[src/rtl/bfp_consts.svh]
/*
 Constants of the backup fault protection block: register offsets,
 bit positions, reset values and timing figures.
 Assumes inclusion by the design modules and by the testbench.
*/
`ifndef BFP_CONSTS_SVH
`define BFP_CONSTS_SVH

`define BFP_ADDR_SYS       4'h0
`define BFP_ADDR_SF        4'h1
`define BFP_ADDR_LSP       4'h2
`define BFP_ADDR_FLAG      4'h3
`define BFP_ADDR_MASK      4'h4
`define BFP_ADDR_OVP       4'h5

`define BFP_SYS_BLK        0
`define BFP_SYS_THMODE     4
`define BFP_SF_REVDIS      6
`define BFP_LSP_OVPDIS     7

`define BFP_EV_TSD         0
`define BFP_EV_TWARN       1
`define BFP_EV_ADC         2
`define BFP_EV_MEAS        3
`define BFP_EV_REV         4
`define BFP_EV_STRSC       5
`define BFP_EV_OCP         6
`define BFP_EV_VINOVP      7
`define BFP_EV_INFAIL      8
`define BFP_EV_BUSFAIL     9
`define BFP_EV_STROVP      10
`define BFP_NUM_EV         11

`define BFP_SYS_RST        8'h00
`define BFP_SF_RST         8'h00
`define BFP_LSP_RST        8'h00
`define BFP_MASK_RST       8'h00
`define BFP_OVP_RST        5'h10

`define BFP_CLK_KHZ        40000
`define BFP_T_MON_MS       56
`define BFP_T_SS_MS        1
`define BFP_T_POR_MS       1
`define BFP_RETRY_SS       8

`endif

[src/rtl/bfp_pkg.sv]
/*
 Types of the backup fault protection block.
 Assumes bfp_consts.svh is on the include path.
*/
package bfp_pkg;

   typedef enum logic [3:0] {
      ST_SOFTSTART, ST_POR_DLY, ST_RETRY_WAIT, ST_PRECHG, ST_NORMAL,
      ST_BUCK, ST_LATCH_OFF, ST_THERM_OFF, ST_HARD_OFF
   } bfp_state_t;

   typedef enum logic [1:0] {
      MODE_OFF, MODE_BOOST, MODE_BUCK
   } bfp_mode_t;

   typedef struct packed {
      logic bus_short;
      logic bus_lt_90_vin;
      logic str_gt_0p7;
      logic str_lt_bus_drop;
      logic rev_500ma;
      logic str_over_ovp;
      logic str_below_ovp_1v;
      logic t_gt_125;
      logic t_lt_100;
      logic t_ge_150;
      logic t_ge_165;
      logic fbd_low;
      logic vin_below_por;
      logic vin_ovp;
      logic vin_ocp;
      logic str_below_buckoff;
      logic fbs_low;
   } bfp_cmp_t;

   typedef struct packed {
      logic      blk_on;
      logic      str_on;
      bfp_mode_t mode;
      logic      max_peak;
   } bfp_pwr_t;

endpackage

[src/rtl/bfp_fault_ctrl.sv]
/*
 Fault detection and response sequencer of a power backup manager.
 Assumes comparator levels arrive asynchronously, completion pulses
 come from logic on i_ref_clk, and registers sit behind a plain port.
*/
// Added by the designer: the register offsets and the address-and-strobe port.
// Notes on behaviour
// [RULE_01] Bus short in normal: buck, flag, alert
// [RULE_02] Early bus short: off, wait eight soft-starts
// [RULE_03] Storage check opens 56ms into pre-charge
// [RULE_04] Storage short: switch open, converter off, flag
// [RULE_05] Storage short latches off, then restarts
// [RULE_06] Fast charge short: below 0.7V or drop
// [RULE_07] Buck mode ignores storage drop check
// [RULE_08] Reverse current trips unless disable bit set
// [RULE_09] Reverse trip: status clear, flag, alert
// [RULE_10] Buck end after reverse restarts power-on
// [RULE_11] Storage over-voltage stops boost, sets flag
// [RULE_12] Boost resumes 1V below over-voltage threshold
// [RULE_13] Above 125C sets warning flag
// [RULE_14] Warning clear honoured only below 100C
// [RULE_15] At 150C sets shutdown flag
// [RULE_16] Mode bit picks instant off or buck
// [RULE_17] Recovery below 125C like supply return
// [RULE_18] Shutdown clear honoured only below 125C
// [RULE_19] At 165C everything turns off
// [RULE_20] Registers load defaults at reset
// [RULE_21] Input over-voltage: flag, bus-good low, buck
// [RULE_22] Fixed event bit assignments
// [RULE_23] Alert holds until all unmasked events cleared
// [RULE_24] Bus-good low on feedback, input faults
// [RULE_25] Power fails cause buck, short drops storage-good
// [RULE_26] Latches sticky; alert ORs unmasked latches
`timescale 1ns/100ps
`default_nettype none
`include "bfp_consts.svh"

module bfp_fault_ctrl #(
   parameter logic [21:0] P_MON_CYC = 22'(`BFP_T_MON_MS * `BFP_CLK_KHZ),
   parameter logic [21:0] P_SS_CYC  = 22'(`BFP_T_SS_MS * `BFP_CLK_KHZ),
   parameter logic [21:0] P_POR_CYC = 22'(`BFP_T_POR_MS * `BFP_CLK_KHZ)
) (
   input  wire logic              i_ref_clk,
   input  wire logic              i_rst_b,
   input  wire logic [3:0]        i_addr,
   input  wire logic [7:0]        i_wdata,
   input  wire logic              i_wr,
   input  wire logic              i_rd,
   output logic      [7:0]        o_rdata,
   input  wire bfp_pkg::bfp_cmp_t i_cmp,
   input  wire logic              i_meas_done,
   input  wire logic              i_adc_done,
   output bfp_pkg::bfp_pwr_t      o_pwr,
   output logic      [4:0]        o_storage_overvolt_threshold,
   output logic                   o_alert_pin_oe,
   output logic                   o_bus_good_pin_oe,
   output logic                   o_storage_good_pin_oe
);

   localparam logic [21:0] RETRY_CYC = 22'(P_SS_CYC * `BFP_RETRY_SS);

   bfp_pkg::bfp_cmp_t        cmp_meta;
   bfp_pkg::bfp_cmp_t        c;
   bfp_pkg::bfp_state_t      state;
   bfp_pkg::bfp_state_t      next_state;
   bfp_pkg::bfp_pwr_t        next_pwr;
   logic [21:0]              cnt;
   logic                     ovp_hold;
   logic                     therm_buck;
   logic                     next_therm_buck;
   logic                     next_max_peak;
   logic [7:4]               sys_ctl;
   logic [7:0]               safety_function_control;
   logic [7:0]               limit_setup_register;
   logic [7:0]               mask;
   logic [`BFP_NUM_EV-1:0]   ev_set;
   logic [`BFP_NUM_EV-1:0]   ev_clr;
   logic [`BFP_NUM_EV-1:0]   flags;
   logic                     mon_open;
   logic                     alert;
   logic [7:0]               sys_rd;

   // Comparator levels cross into the clock domain
   always_ff @(posedge i_ref_clk) begin
      if (!i_rst_b) begin
         cmp_meta <= '0;
         c        <= '0;
      end else begin
         cmp_meta <= i_cmp;
         c        <= cmp_meta;
      end
   end

   // Control registers
   always_ff @(posedge i_ref_clk) begin
      if (!i_rst_b) begin
         sys_ctl                      <= 4'(`BFP_SYS_RST >> 4); // RULE_20
         safety_function_control      <= `BFP_SF_RST;
         limit_setup_register         <= `BFP_LSP_RST;
         mask                         <= `BFP_MASK_RST;
         o_storage_overvolt_threshold <= `BFP_OVP_RST;
      end else if (i_wr) begin
         unique case (i_addr)
            `BFP_ADDR_SYS:  sys_ctl <= i_wdata[7:4];
            `BFP_ADDR_SF:   safety_function_control <= i_wdata;
            `BFP_ADDR_LSP:  limit_setup_register <= i_wdata;
            `BFP_ADDR_MASK: mask <= i_wdata;
            `BFP_ADDR_OVP:  o_storage_overvolt_threshold <= i_wdata[4:0];
            default: ;
         endcase
      end
   end

   // Write-one clears, thermal flags gated by temperature
   always_comb begin
      ev_clr = '0;
      if (i_wr && i_addr == `BFP_ADDR_FLAG)
         ev_clr[7:0] = i_wdata;
      if (i_wr && i_addr == `BFP_ADDR_SYS)
         ev_clr[`BFP_EV_STROVP:`BFP_EV_INFAIL] = i_wdata[3:1];
      if (!c.t_lt_100)
         ev_clr[`BFP_EV_TWARN] = 1'b0; // RULE_14
      if (c.t_gt_125)
         ev_clr[`BFP_EV_TSD] = 1'b0; // RULE_18
   end

   bfp_event_latch u_latch (
      .i_ref_clk (i_ref_clk),
      .i_rst_b   (i_rst_b),
      .i_set     (ev_set),
      .i_clr     (ev_clr),
      .o_q       (flags)
   );

   // Storage over-voltage hysteresis
   always_ff @(posedge i_ref_clk) begin
      if (!i_rst_b)
         ovp_hold <= 1'b0;
      else if (c.str_over_ovp)
         ovp_hold <= 1'b1; // RULE_11
      else if (c.str_below_ovp_1v)
         ovp_hold <= 1'b0; // RULE_12
   end

   // Phase timer restarts on every state change
   always_ff @(posedge i_ref_clk) begin
      if (!i_rst_b || next_state != state)
         cnt <= '0;
      else if (cnt != '1)
         cnt <= cnt + 22'h1;
   end

   assign mon_open = cnt >= P_MON_CYC; // RULE_03

   // Sequencer
   always_comb begin
      next_state      = state;
      next_therm_buck = therm_buck;
      next_max_peak   = o_pwr.max_peak;
      ev_set          = '0;
      ev_set[`BFP_EV_TWARN]  = c.t_gt_125; // RULE_13
      ev_set[`BFP_EV_TSD]    = c.t_ge_150; // RULE_15
      ev_set[`BFP_EV_MEAS]   = i_meas_done; // RULE_22
      ev_set[`BFP_EV_ADC]    = i_adc_done;
      ev_set[`BFP_EV_STROVP] = c.str_over_ovp && !ovp_hold; // RULE_11
      unique case (state)
         bfp_pkg::ST_SOFTSTART:
            if (cnt >= P_SS_CYC - 22'h1)
               next_state = bfp_pkg::ST_POR_DLY;
         bfp_pkg::ST_POR_DLY: begin
            if (c.bus_short && c.bus_lt_90_vin) begin
               next_state = bfp_pkg::ST_RETRY_WAIT; // RULE_02
               ev_set[`BFP_EV_BUSFAIL] = 1'b1;
            end else if (cnt >= P_POR_CYC - 22'h1)
               next_state = bfp_pkg::ST_PRECHG;
         end
         bfp_pkg::ST_RETRY_WAIT:
            if (cnt >= RETRY_CYC - 22'h1)
               next_state = bfp_pkg::ST_SOFTSTART; // RULE_02
         bfp_pkg::ST_PRECHG, bfp_pkg::ST_NORMAL: begin
            if (c.vin_ovp && !limit_setup_register[`BFP_LSP_OVPDIS]) begin
               next_state = bfp_pkg::ST_BUCK; // RULE_21
               ev_set[`BFP_EV_VINOVP] = 1'b1;
            end else if (c.vin_ocp) begin
               next_state = bfp_pkg::ST_BUCK;
               ev_set[`BFP_EV_OCP] = 1'b1;
            end else if (c.rev_500ma && !safety_function_control[`BFP_SF_REVDIS]) begin
               next_state = bfp_pkg::ST_BUCK; // RULE_08
               ev_set[`BFP_EV_REV] = 1'b1; // RULE_09
            end else if (c.bus_short || c.fbd_low) begin
               next_state = bfp_pkg::ST_BUCK; // RULE_01
               next_max_peak = c.bus_short;
               ev_set[`BFP_EV_BUSFAIL] = 1'b1;
            end else if (c.vin_below_por) begin
               next_state = bfp_pkg::ST_BUCK; // RULE_25
               ev_set[`BFP_EV_INFAIL] = 1'b1;
            end else if (state == bfp_pkg::ST_PRECHG) begin
               if (mon_open && !c.str_gt_0p7) begin
                  next_state = bfp_pkg::ST_LATCH_OFF; // RULE_03
                  ev_set[`BFP_EV_STRSC] = 1'b1;
               end else if (mon_open)
                  next_state = bfp_pkg::ST_NORMAL;
            end else if (!c.str_gt_0p7 || c.str_lt_bus_drop) begin
               next_state = bfp_pkg::ST_LATCH_OFF; // RULE_06
               ev_set[`BFP_EV_STRSC] = 1'b1; // RULE_04
            end
         end
         bfp_pkg::ST_BUCK:
            // No storage drop check while holding up the bus
            if (c.str_below_buckoff) // RULE_07
               next_state = therm_buck ? bfp_pkg::ST_THERM_OFF
                                       : bfp_pkg::ST_SOFTSTART; // RULE_10
         bfp_pkg::ST_LATCH_OFF:
            if (cnt >= P_POR_CYC - 22'h1)
               next_state = bfp_pkg::ST_SOFTSTART; // RULE_05
         bfp_pkg::ST_THERM_OFF, bfp_pkg::ST_HARD_OFF:
            if (!c.t_gt_125)
               next_state = bfp_pkg::ST_SOFTSTART; // RULE_17
      endcase
      if (c.t_ge_150 && !therm_buck && state != bfp_pkg::ST_THERM_OFF
          && state != bfp_pkg::ST_HARD_OFF) begin
         if (sys_ctl[`BFP_SYS_THMODE])
            next_state = bfp_pkg::ST_THERM_OFF; // RULE_16
         else begin
            next_state      = bfp_pkg::ST_BUCK; // RULE_16
            next_therm_buck = 1'b1;
         end
      end
      if (c.t_ge_165)
         next_state = bfp_pkg::ST_HARD_OFF; // RULE_19
      if (next_state != bfp_pkg::ST_BUCK) begin
         next_therm_buck = 1'b0;
         next_max_peak   = 1'b0;
      end
   end

   // Power stage outputs follow the next state
   always_comb begin
      next_pwr.blk_on   = next_state == bfp_pkg::ST_SOFTSTART ||
                          next_state == bfp_pkg::ST_POR_DLY ||
                          next_state == bfp_pkg::ST_PRECHG ||
                          next_state == bfp_pkg::ST_NORMAL; // RULE_25
      next_pwr.str_on   = next_state == bfp_pkg::ST_PRECHG ||
                          next_state == bfp_pkg::ST_NORMAL ||
                          next_state == bfp_pkg::ST_BUCK; // RULE_04
      next_pwr.max_peak = next_max_peak; // RULE_01
      if (next_state == bfp_pkg::ST_BUCK)
         next_pwr.mode = bfp_pkg::MODE_BUCK;
      else if ((next_state == bfp_pkg::ST_PRECHG || next_state == bfp_pkg::ST_NORMAL)
               && !ovp_hold && !c.str_over_ovp)
         next_pwr.mode = bfp_pkg::MODE_BOOST; // RULE_12
      else
         next_pwr.mode = bfp_pkg::MODE_OFF;
   end

   always_ff @(posedge i_ref_clk) begin
      if (!i_rst_b) begin
         state      <= bfp_pkg::ST_SOFTSTART;
         therm_buck <= 1'b0;
         o_pwr      <= '0;
      end else begin
         state      <= next_state;
         therm_buck <= next_therm_buck;
         o_pwr      <= next_pwr;
      end
   end

   // Open-drain pins: enable high pulls the pin low
   assign alert = |(flags[7:0] & ~mask) | |flags[`BFP_EV_STROVP:`BFP_EV_INFAIL];

   always_ff @(posedge i_ref_clk) begin
      if (!i_rst_b) begin
         o_alert_pin_oe        <= 1'b1;
         o_bus_good_pin_oe     <= 1'b1;
         o_storage_good_pin_oe <= 1'b1;
      end else begin
         o_alert_pin_oe        <= !alert; // RULE_23
         o_bus_good_pin_oe     <= c.fbd_low || c.vin_below_por || next_state ==
                                  bfp_pkg::ST_BUCK || (c.vin_ovp &&
                                  !limit_setup_register[`BFP_LSP_OVPDIS]); // RULE_24
         o_storage_good_pin_oe <= c.fbs_low ||
                                  next_state == bfp_pkg::ST_LATCH_OFF; // RULE_25
      end
   end

   // Read data stands one cycle after the strobe
   always_comb begin
      sys_rd = {sys_ctl, flags[`BFP_EV_STROVP:`BFP_EV_INFAIL], 1'b0};
      sys_rd[`BFP_SYS_BLK] = o_pwr.blk_on; // RULE_09
   end

   always_ff @(posedge i_ref_clk) begin
      if (!i_rst_b || !i_rd)
         o_rdata <= 8'h00;
      else begin
         unique case (i_addr)
            `BFP_ADDR_SYS:  o_rdata <= sys_rd;
            `BFP_ADDR_SF:   o_rdata <= safety_function_control;
            `BFP_ADDR_LSP:  o_rdata <= limit_setup_register;
            `BFP_ADDR_FLAG: o_rdata <= flags[7:0];
            `BFP_ADDR_MASK: o_rdata <= mask;
            `BFP_ADDR_OVP:  o_rdata <= {3'h0, o_storage_overvolt_threshold};
            default:        o_rdata <= 8'h00;
         endcase
      end
   end

   property p_bus_short_buck;
      @(posedge i_ref_clk) disable iff (!i_rst_b)
      (state == bfp_pkg::ST_NORMAL && next_state == bfp_pkg::ST_BUCK && c.bus_short)
      |=> o_pwr.mode == bfp_pkg::MODE_BUCK && !o_pwr.blk_on && o_pwr.max_peak
          && flags[`BFP_EV_BUSFAIL] ##1 !o_alert_pin_oe;
   endproperty
   a_bus_short_buck: assert property (p_bus_short_buck) // RULE_01
      else $error("bus short did not force buck with flag and alert");

   property p_retry_off;
      @(posedge i_ref_clk) disable iff (!i_rst_b)
      $rose(state == bfp_pkg::ST_RETRY_WAIT) |-> !o_pwr.blk_on ##1 !o_pwr.blk_on;
   endproperty
   a_retry_off: assert property (p_retry_off) // RULE_02
      else $error("block switch on during retry wait");

   property p_no_early_short;
      @(posedge i_ref_clk) disable iff (!i_rst_b)
      (state == bfp_pkg::ST_PRECHG && cnt < P_MON_CYC && !c.t_ge_150)
      |=> state != bfp_pkg::ST_LATCH_OFF;
   endproperty
   a_no_early_short: assert property (p_no_early_short) // RULE_03
      else $error("storage short declared before monitor window");

   property p_latch_off;
      @(posedge i_ref_clk) disable iff (!i_rst_b)
      $rose(state == bfp_pkg::ST_LATCH_OFF) |-> !o_pwr.str_on
          && o_pwr.mode == bfp_pkg::MODE_OFF && flags[`BFP_EV_STRSC];
   endproperty
   a_latch_off: assert property (p_latch_off) // RULE_04
      else $error("storage short response incomplete");

   property p_buck_no_short;
      @(posedge i_ref_clk) disable iff (!i_rst_b)
      state == bfp_pkg::ST_BUCK |=> state != bfp_pkg::ST_LATCH_OFF;
   endproperty
   a_buck_no_short: assert property (p_buck_no_short) // RULE_07
      else $error("storage short declared in buck mode");

   property p_rev_disabled;
      @(posedge i_ref_clk) disable iff (!i_rst_b)
      safety_function_control[`BFP_SF_REVDIS] |-> !ev_set[`BFP_EV_REV];
   endproperty
   a_rev_disabled: assert property (p_rev_disabled) // RULE_08
      else $error("reverse trip while protection disabled");

   property p_ovp_stop;
      @(posedge i_ref_clk) disable iff (!i_rst_b)
      ovp_hold |=> o_pwr.mode != bfp_pkg::MODE_BOOST;
   endproperty
   a_ovp_stop: assert property (p_ovp_stop) // RULE_11
      else $error("boost running during storage over-voltage");

   property p_warn_clear;
      @(posedge i_ref_clk) disable iff (!i_rst_b)
      (flags[`BFP_EV_TWARN] && !c.t_lt_100) |=> flags[`BFP_EV_TWARN];
   endproperty
   a_warn_clear: assert property (p_warn_clear) // RULE_14
      else $error("warning cleared while still hot");

   property p_hard_off;
      @(posedge i_ref_clk) disable iff (!i_rst_b)
      c.t_ge_165 |=> state == bfp_pkg::ST_HARD_OFF && !o_pwr.blk_on
          && !o_pwr.str_on && o_pwr.mode == bfp_pkg::MODE_OFF;
   endproperty
   a_hard_off: assert property (p_hard_off) // RULE_19
      else $error("circuits not off at extreme temperature");

   property p_alert_hold;
      @(posedge i_ref_clk) disable iff (!i_rst_b)
      (|(flags[7:0] & ~mask)) |=> !o_alert_pin_oe;
   endproperty
   a_alert_hold: assert property (p_alert_hold) // RULE_23
      else $error("alert released with unmasked event pending");

endmodule

`default_nettype wire

[src/rtl/bfp_event_latch.sv]
/*
 Sticky event latches, one per event bit, set by hardware and
 cleared by a write of one. Assumes set and clear on the block clock.
*/
`timescale 1ns/100ps
`default_nettype none
`include "bfp_consts.svh"

module bfp_event_latch (
   input  wire logic                    i_ref_clk,
   input  wire logic                    i_rst_b,
   input  wire logic [`BFP_NUM_EV-1:0]  i_set,
   input  wire logic [`BFP_NUM_EV-1:0]  i_clr,
   output logic      [`BFP_NUM_EV-1:0]  o_q
);

   genvar g;
   generate
      for (g = 0; g < `BFP_NUM_EV; g++) begin : g_bit
         always_ff @(posedge i_ref_clk) begin
            if (!i_rst_b)
               o_q[g] <= 1'b0;
            else if (i_set[g])
               o_q[g] <= 1'b1; // RULE_26
            else if (i_clr[g])
               o_q[g] <= 1'b0;
         end
      end
   endgenerate

endmodule

`default_nettype wire

[config.mk]
export PLATFORM = sky130hd
export DESIGN_NAME = bfp_fault_ctrl
export DESIGN_NICKNAME = d
export VERILOG_FILES = /design/src/rtl/bfp_pkg.sv /design/src/rtl/bfp_fault_ctrl.sv /design/src/rtl/bfp_event_latch.sv
export VERILOG_INCLUDE_DIRS = /design/src /design/src/rtl
export SDC_FILE = /design/constraint.sdc
export NUM_CORES = 1
export LEC_CHECK = 0
export BUFFER_PORTS_ARGS = -buffer_cell sky130_fd_sc_hd__buf_4
export CAP_MARGIN = 20
export CORE_AREA = 5 5 111 113
export DETAILED_ROUTE_END_ITERATION = 7
export DIE_AREA = 0 0 116 118
export HOLD_SLACK_MARGIN = 0.05
export PLACE_DENSITY = 0.72
export SYNTH_ARGS = -nofsm -noshare
export SYNTH_HDL_FRONTEND = slang
export SYNTH_SLANG_ARGS = --single-unit
[constraint.sdc]
create_clock -name i_ref_clk -period 6.4 [get_ports i_ref_clk]
set_input_delay 0.64 -clock i_ref_clk [delete_from_list [all_inputs] [get_ports i_ref_clk]]
set_output_delay 0.64 -clock i_ref_clk [all_outputs]
set_load 0.01 [all_outputs]
==> flow_summary_export.csv, run 1 <==
group,metric,value,unit
synth,synthSimpleGateAreaFrac,0.3064,
power_and_ir_drop,p_switching,0.0004986,W
run_status,status,"finished, final reports clean",
floorplanning,rows,39,
clock_tree,cts_resized,0,
power_and_ir_drop,combPwrFrac,0.103,
critical_path,crit_arrival,3.37,ns
sta,fmax,326.4,MHz
critical_path,worstRegToRegCells,9,
synth,yosysTopAreaCell,"dfxtp_1",
global_route,grt.total_usage,0.2023,
finish,drive_above_1_share,0.2051,
floorplanning,die_w,116,um
synth,yosys_register_bits,122,
routing,drc_errors,0,
critical_path,r2r_start,"cnt[1]$_SDFFE_PP0P_",
floorplanning,start_util,0.4865,
synth,synth_area_leaders,"dfxtp_1 45%, nand3_1 4.7%, nand2_1 4.5%",
floorplanning,ios,56,
global_route,overflow,0,
synth,synth_top_cell_area_share,0.4473,
clock_tree,ctsHoldBuffers,0,
critical_path,worst_path_largest_cell_delay,0.64,ns
clock_tree,cts-buffers-inserted,17,
global_route,grt_pass1_vias,4560,
placement,io_buffers,55,
sta,slew_headroom,0.4442,
power_and_ir_drop,seq_power_share,0.418,
synth,synth_edf_count,0,
global_route,antenna_found_initial,0,
power_and_ir_drop,power_density,297.3,nW/um2
synth,synth-xor-area-share,0.02727,
critical_path,crit_chain,"ha_1 -> and3_4 -> a311oi_2 -> o21ai_0 -> nor2_1 -> o41ai_4 -> xnor2_2 -> buf_4 -> a2111oi_1",
clock_tree,cts_tree,"built",
sta,period_needed,3.063,ns
power_and_ir_drop,p_leak,2.322,nW
finish,num_antenna_cells,0,
floorplanning,core,11220,um2
global_route,grt_pass1_wl,22290,um
critical_path,worstSetupStartpointType,"flip-flop",
synth,dominantRegCellSynth,"dfxtp_1",
finish,design_area,6554,um2
clock_tree,cts_setup_buffers,0,
min_path,hold_path.class,"in -> reg",
critical_path,cp-end-kind,"flip-flop",
finish,area_growth,20.03,%
sta,hold_violations,0,
synth,synth_top_family_by_area,"simple AND/OR/NAND/NOR gates",
routing,dr.pass1.iters,5,
min_path,hold_path.startpoint,"i_cmp[5]",
clock_tree,cts-root-buf,"clkbuf_16",
synth,syn_nets,653,
synth,syn-cell-area,5460,um2
clock_tree,htreeDepth,4,
clock_tree,path_clk_slew,0.06,ns
synth,syn_area_per_cell,8.864,um2
synth,synth_compound_area_frac,0.1453,
power_and_ir_drop,ir_drop,0.2991,mV
power_and_ir_drop,power_frac_clock,0.480,
power_and_ir_drop,p_sw_frac,0.2559,
routing,postRouteAntennaNets,0,
routing,wire_per_inst,16.22,um
run,cap_violations,0,
sta,skew,0.007177,ns
sta,rsz0062_at_grt,"false",
sta,min_period_over_period,0.4787,
synth,synthCells,616,
placement,dpl_cell_area,5968,um2
synth,synth_cell_types,69,
clock_tree,clk_path_buf_depth,2,
critical_path,critPathKind,"reg -> reg",
synth,async_flop_share,0,
critical_path,crit_path_top_delay_cell,"o41ai_4",
floorplanning,die_h,118,um
sta,finalSetupViolCount,0,
floorplanning,die-area,13690,um2
synth,synth_warnings,0,
synth,synth-adder-area-share,0.004583,
routing,via_per_inst,5.754,
synth,ys_seq_area_frac,0.4473,
sta,setup_tns,0,ns
sta,slew_violations,0,
clock_tree,clock_sinks,122,
sta,worst_pin_slew,0.8325,ns
power_and_ir_drop,internal_power,0.001450,W
placement,place_congestion,0.8863,
routing,wirelength,13240,um
critical_path,cp_max_fo,22,
synth,muxShareOfSynthArea,0.02360,
clock_tree,clk_latency,0.41,ns
critical_path,cp_data_required_time,6.71,ns
placement,dpl.hpwl,9118,um
global_route,grt_max_degree,47,
routing,routed-via-count,4695,
min_path,holdPathStages,2,
critical_path,crit_start,"cnt[1]$_SDFFE_PP0P_",
finish,final_nets,697,
routing,drtIter0Drc,373,
finish,fillers,977,
critical path: cells and delay by family (launching register included):
family | cells | cell delay, ns
fa+ha+maj | 1 | 0.22
xor+xnor | 1 | 0.09
flops | 1 | 0.37
buf+inv | 1 | 0.26
compound gates | 4 | 1.61
simple gates | 2 | 0.38
Yosys cell counts (9+ instances only):
cell,count
xor2_1,9
dfxtp_1,122
inv_1,22
nor4_2,17
nor3_1,13
o21ai_0,14
a21oi_1,43
clkbuf_1,27
a22oi_1,17
and2_1,38
nor2_1,41
nand2_1,65
nand3_1,51
layer usage:
layer  vias up  global-route usage  wire, um
met5         -                   0         0
met4         0             0.08412       311
met3        26             0.05758       854
met2       198              0.3101      6214
met1      2165              0.2651      5859
li1       2306                   -         -
cells by family (layout without fill, tap and decap cells):
family,after synthesis,in the layout
DFF,122,122
adders and majority gates,2,2
buffers and inverters,60,117
and+or+nand+nor,286,286
muxes,12,12
AOI/OAI and AO/OA,117,117
xor gates and xnor gates,17,17
cells in the final DEF, fill, tap and decap left out, types with 14 or more instances in the layout:
cell type	count
o21ai_0	14
clkbuf_16	17
inv_1	22
dfxtp_1	122
a21oi_1	43
nor2_1	41
nand3_1	51
and2_1	38
nor4_2	18
nand2_1	65
buf_4	62
a22oi_1	17
final cells by class:
cell class	count	area, um2	area share
clock buffer	19	442.9	0.06758
clock inverter	13	142.6	0.02176
inverter	23	86.33	0.01317
multi-input combinational	434	2795	0.4265
sequential	122	2442	0.3727
tap	143	178.9	0.02730
timing repair buffer	62	465.4	0.07102
final timing paths:
| check | end | slack [ns] |
|---|---|---|
| max | cnt[21]$_SDFFE_PP0P_ | 3.34 |
| min reg2reg | c[1]$_SDFF_PN0_ | 0.43 |
| min | cmp_meta[5]$_SDFF_PN0_ | 0.43 |
| max reg2reg | cnt[21]$_SDFFE_PP0P_ | 3.34 |
power by group through the flow:
stage                     clock network [W]  registers [W]  logic (W)
after floorplan                           0       0.000820   0.000145
after global placement                    0       0.000829   0.000197
after detailed placement                  0       0.000830   0.000200
after CTS                          0.000949       0.000814   0.000200
after global routing               0.000985       0.000817   0.000220
final                              0.000934       0.000814   0.000200
state kept, by name, summed over array words and instances (netlist names):
signal,cells
o_rdata,8
o_alert_pin_oe,1
c,17
u_latch.o_q,11
safety_function_control,8
o_pwr,5
o_bus_good_pin_oe,1
o_storage_overvolt_threshold,5
mask,8
cnt,22
therm_buck,1
sys_ctl,4
state,4
limit_setup_register,8
cmp_meta,17
o_storage_good_pin_oe,1
ovp_hold,1
per-stage QoR:
| step | instances | utilization | hold slack (ns) | worst slack, ns | power [W] |
|---|---|---|---|---|---|
| floorplan | 616 | - | 0.4061 | 3.886 | 0.0009651 |
| global placement | 784 | 0.5318 | 0.4148 | 3.489 | 0.001025 |
| detailed placement | 784 | 0.5318 | 0.4169 | 3.347 | 0.001030 |
| CTS | 816 | 0.5839 | 0.4188 | 3.326 | 0.001963 |
| global route | 816 | 0.5839 | 0.4213 | 3.051 | 0.002022 |
| finish | 816 | 0.5839 | 0.4288 | 3.337 | 0.001949 |
Note: power is estimated with default switching activity, not from simulation.
==> run 2, diff against run 1 <==
--- a/config.mk
+++ b/config.mk
@@ -12,7 +12,7 @@
 export DETAILED_ROUTE_END_ITERATION = 7
 export DIE_AREA = 0 0 116 118
 export HOLD_SLACK_MARGIN = 0.05
-export PLACE_DENSITY = 0.72
+export PLACE_DENSITY = 0.75
 export SYNTH_ARGS = -nofsm -noshare
 export SYNTH_HDL_FRONTEND = slang
 export SYNTH_SLANG_ARGS = --single-unit
==> constraint.sdc (replaced) <==
create_clock -name i_ref_clk -period 2.6 [get_ports i_ref_clk]
set_input_delay 0.26 -clock i_ref_clk [delete_from_list [all_inputs] [get_ports i_ref_clk]]
set_output_delay 0.26 -clock i_ref_clk [all_outputs]
set_load 0.01 [all_outputs]
==> run 2 against run 1 <==
Net effect: the flow now finishes with violations (negative setup slack); register-to-register slack worse by 3.4 ns; count of clock-buffer cells in the layout is 2 higher; utilization is 9.2 points higher; critical endpoint is now cnt[19]$_SDFFE_PP0P_; clock skew is 0.0019 ns lower; largest cell class unchanged.
==> flow_summary_export.csv, run 2 (same netlist as run 1, synthesis figures left out) <==
group,metric,value,unit
sta,fmax,370.9,MHz
power_and_ir_drop,totalPowerFinal,0.005305,W
routing,wire_per_inst,17.78,um
clock_tree,path_clk_slew,0.06,ns
placement,io_buffers,55,
clock_tree,cts_tree,"built",
critical_path,worstSetupStartpointType,"flip-flop",
critical_path,cp-end-kind,"flip-flop",
global_route,antenna_found_initial,0,
clock_tree,clock_sinks,122,
routing,drtIter0Drc,512,
clock_tree,cts-buffers-inserted,17,
critical_path,critPathKind,"reg -> reg",
power_and_ir_drop,ir_drop,0.6693,mV
floorplanning,die_h,118,um
sta,hold_violations,0,
routing,via_per_inst,5.787,
routing,dr.pass1.iters,5,
sta,whs,0.06355,ns
routing,wl_met2,8133,um
finish,fillers,807,
routing,postRouteAntennaNets,0,
finish,mostFrequentLayoutCell,"dfxtp_1",
sta,slew_violations,0,
sta,period_needed,2.696,ns
sta,finalSetupViolCount,13,
critical_path,cp_max_fo,8,
placement,dpl.hpwl,10160,um
sta,min_period_over_period,1.037,
routing,drc_errors,0,
routing,routed-wl-met3,924,um
clock_tree,clk_latency,0.42,ns
finish,final_nets,771,
global_route,overflow,0,
routing,wl_met1,6304,um
finish,regMostFlops,"cnt",
run_status,violations,"negative setup slack",
sta,worst_pin_slew,0.5691,ns
routing,routed-via-count,5150,
finish,num_antenna_cells,0,
global_route,grt_pass1_wl,24410,um
clock_tree,cts-root-buf,"clkbuf_16",
finish,largest_reg_flops,22,
floorplanning,die_w,116,um
critical_path,regToRegSetupSlack,-0.1,ns
power_and_ir_drop,p_leak,2.778,nW
run,cap_violations,0,
floorplanning,core,11220,um2
global_route,grt_pass1_vias,5034,
finish,final_cell_mix,"116 x dfxtp_1, 108 x buf_4, 65 x nand2_1, 49 x nand3_1, 42 x a21oi_1",
sta,skew,0.005272,ns
floorplanning,die-area,13690,um2
routing,wirelength,15820,um
critical_path,cp_data_required_time,2.93,ns
critical_path,crit_arrival,3.03,ns
sta,fin_ws,-0.09588,ns
floorplanning,ios,56,
clock_tree,htreeDepth,4,
global_route,grt.total_usage,0.2256,
global_route,grt_max_degree,46,
clock_tree,clk_path_buf_depth,2,
finish,reg_top3,"cnt x22, c x17, cmp_meta x17",
min_path,hold_path.class,"in -> reg",
placement,place_congestion,0.9317,
floorplanning,rows,39,
routing,dr.max_layer_used,"met4",
run_status,status,"complete, but fails checks",
sta,rsz0062_at_grt,"true",
sta,slew_headroom,0.6196,
finish,area_growth,38.96,%
finish,drive_above_1_share,0.2918,
power_and_ir_drop,power_density,699.2,nW/um2
floorplanning,start_util,0.4865,
finish,final_util,0.6760,
## run 2: cell types whose count changed in the layout (fill, tap and decap cells not counted), moves of 3 or more
cell	previous run	this run
buf_4	62	108
dfxtp_2	0	4
nor3_2	0	3
buf_12	0	3
dfxtp_1	122	116
clkinvlp_4	5	2
nor4_4	1	17
clkbuf_16	17	20
nor4_2	18	2
buf_6	0	5
nor3_1	13	10
dlygate4sd3_1	0	17
## run 2: metrics by stage
| step | instance area, um2 | worst slack (ns) | std cells | setup TNS (ns) |
|---|---|---|---|---|
| floorplan | 5460 | 0.08555 | 616 | 0 |
| global placement | 6301 | 0.00007683 | 825 | 0 |
| detailed placement | 6301 | -0.03531 | 825 | -0.2472 |
| CTS | 7104 | 0.004769 | 875 | 0 |
| global route | 7587 | -0.1850 | 890 | -2.443 |
| finish | 7587 | -0.09588 | 890 | -0.6522 |
## run 2: final timing paths
check,start,endpoint,cells past startpoint
max,cnt[8]$_SDFFE_PP0P_,cnt[19]$_SDFFE_PP0P_,9
min,i_cmp[14],cmp_meta[14]$_SDFF_PN0_,2
max reg2reg,cnt[8]$_SDFFE_PP0P_,cnt[19]$_SDFFE_PP0P_,9
min reg2reg,cmp_meta[0]$_SDFF_PN0_,c[0]$_SDFF_PN0_,1
## run 2: repair_timing
| item | in CTS | in global routing |
|---|---|---|
| gates cloned | 0 | 3 |
| setup buffers | 1 | 13 |
| setup endpoints to repair | 22 | 27 |
| hold endpoints to repair | 17 | 0 |
| gates resized for setup | 5 | 56 |
| pin swaps | 1 | 32 |
| hold buffers | 17 | 0 |
## run 2: critical path: stages, from the launching register on
cell	delay [ns]
dfxtp_4	0.35
or4_4	0.55
a311oi_4	0.27
buf_4	0.17
nor3_2	0.04
o41ai_4	0.52
xnor2_4	0.23
clkbuf_16	0.23
buf_6	0.12
nor4_4	0.12
## run 2: layout make-up
| class | count | area [um2] | share of cell area |
|---|---|---|---|
| Multi-Input combinational cell | 434 | 3082 | 0.4062 |
| Sequential cell | 122 | 2455 | 0.3235 |
| Timing Repair Buffer | 136 | 1172 | 0.1545 |
| Clock buffer | 21 | 470.5 | 0.06201 |
| Tap cell | 143 | 178.9 | 0.02358 |
| Clock inverter | 11 | 142.6 | 0.01880 |
| Inverter | 23 | 86.33 | 0.01138 |
## run 2: per-layer routing
layer | up-vias | global-route usage
met1 | 2462 | 0.2697
met3 | 46 | 0.05553
met5 | - | 0
met4 | 0 | 0.1001
met2 | 196 | 0.3781
li1 | 2446 | -
## run 2: report_power, final
group | switching [W] | total [W] | internal, W
Combinational | 0.000470 | 0.000902 | 0.000432
Clock | 0.000834 | 0.00241 | 0.00158
Sequential | 0.0000516 | 0.00199 | 0.00194
Total | 0.00136 | 0.00530 | 0.00395
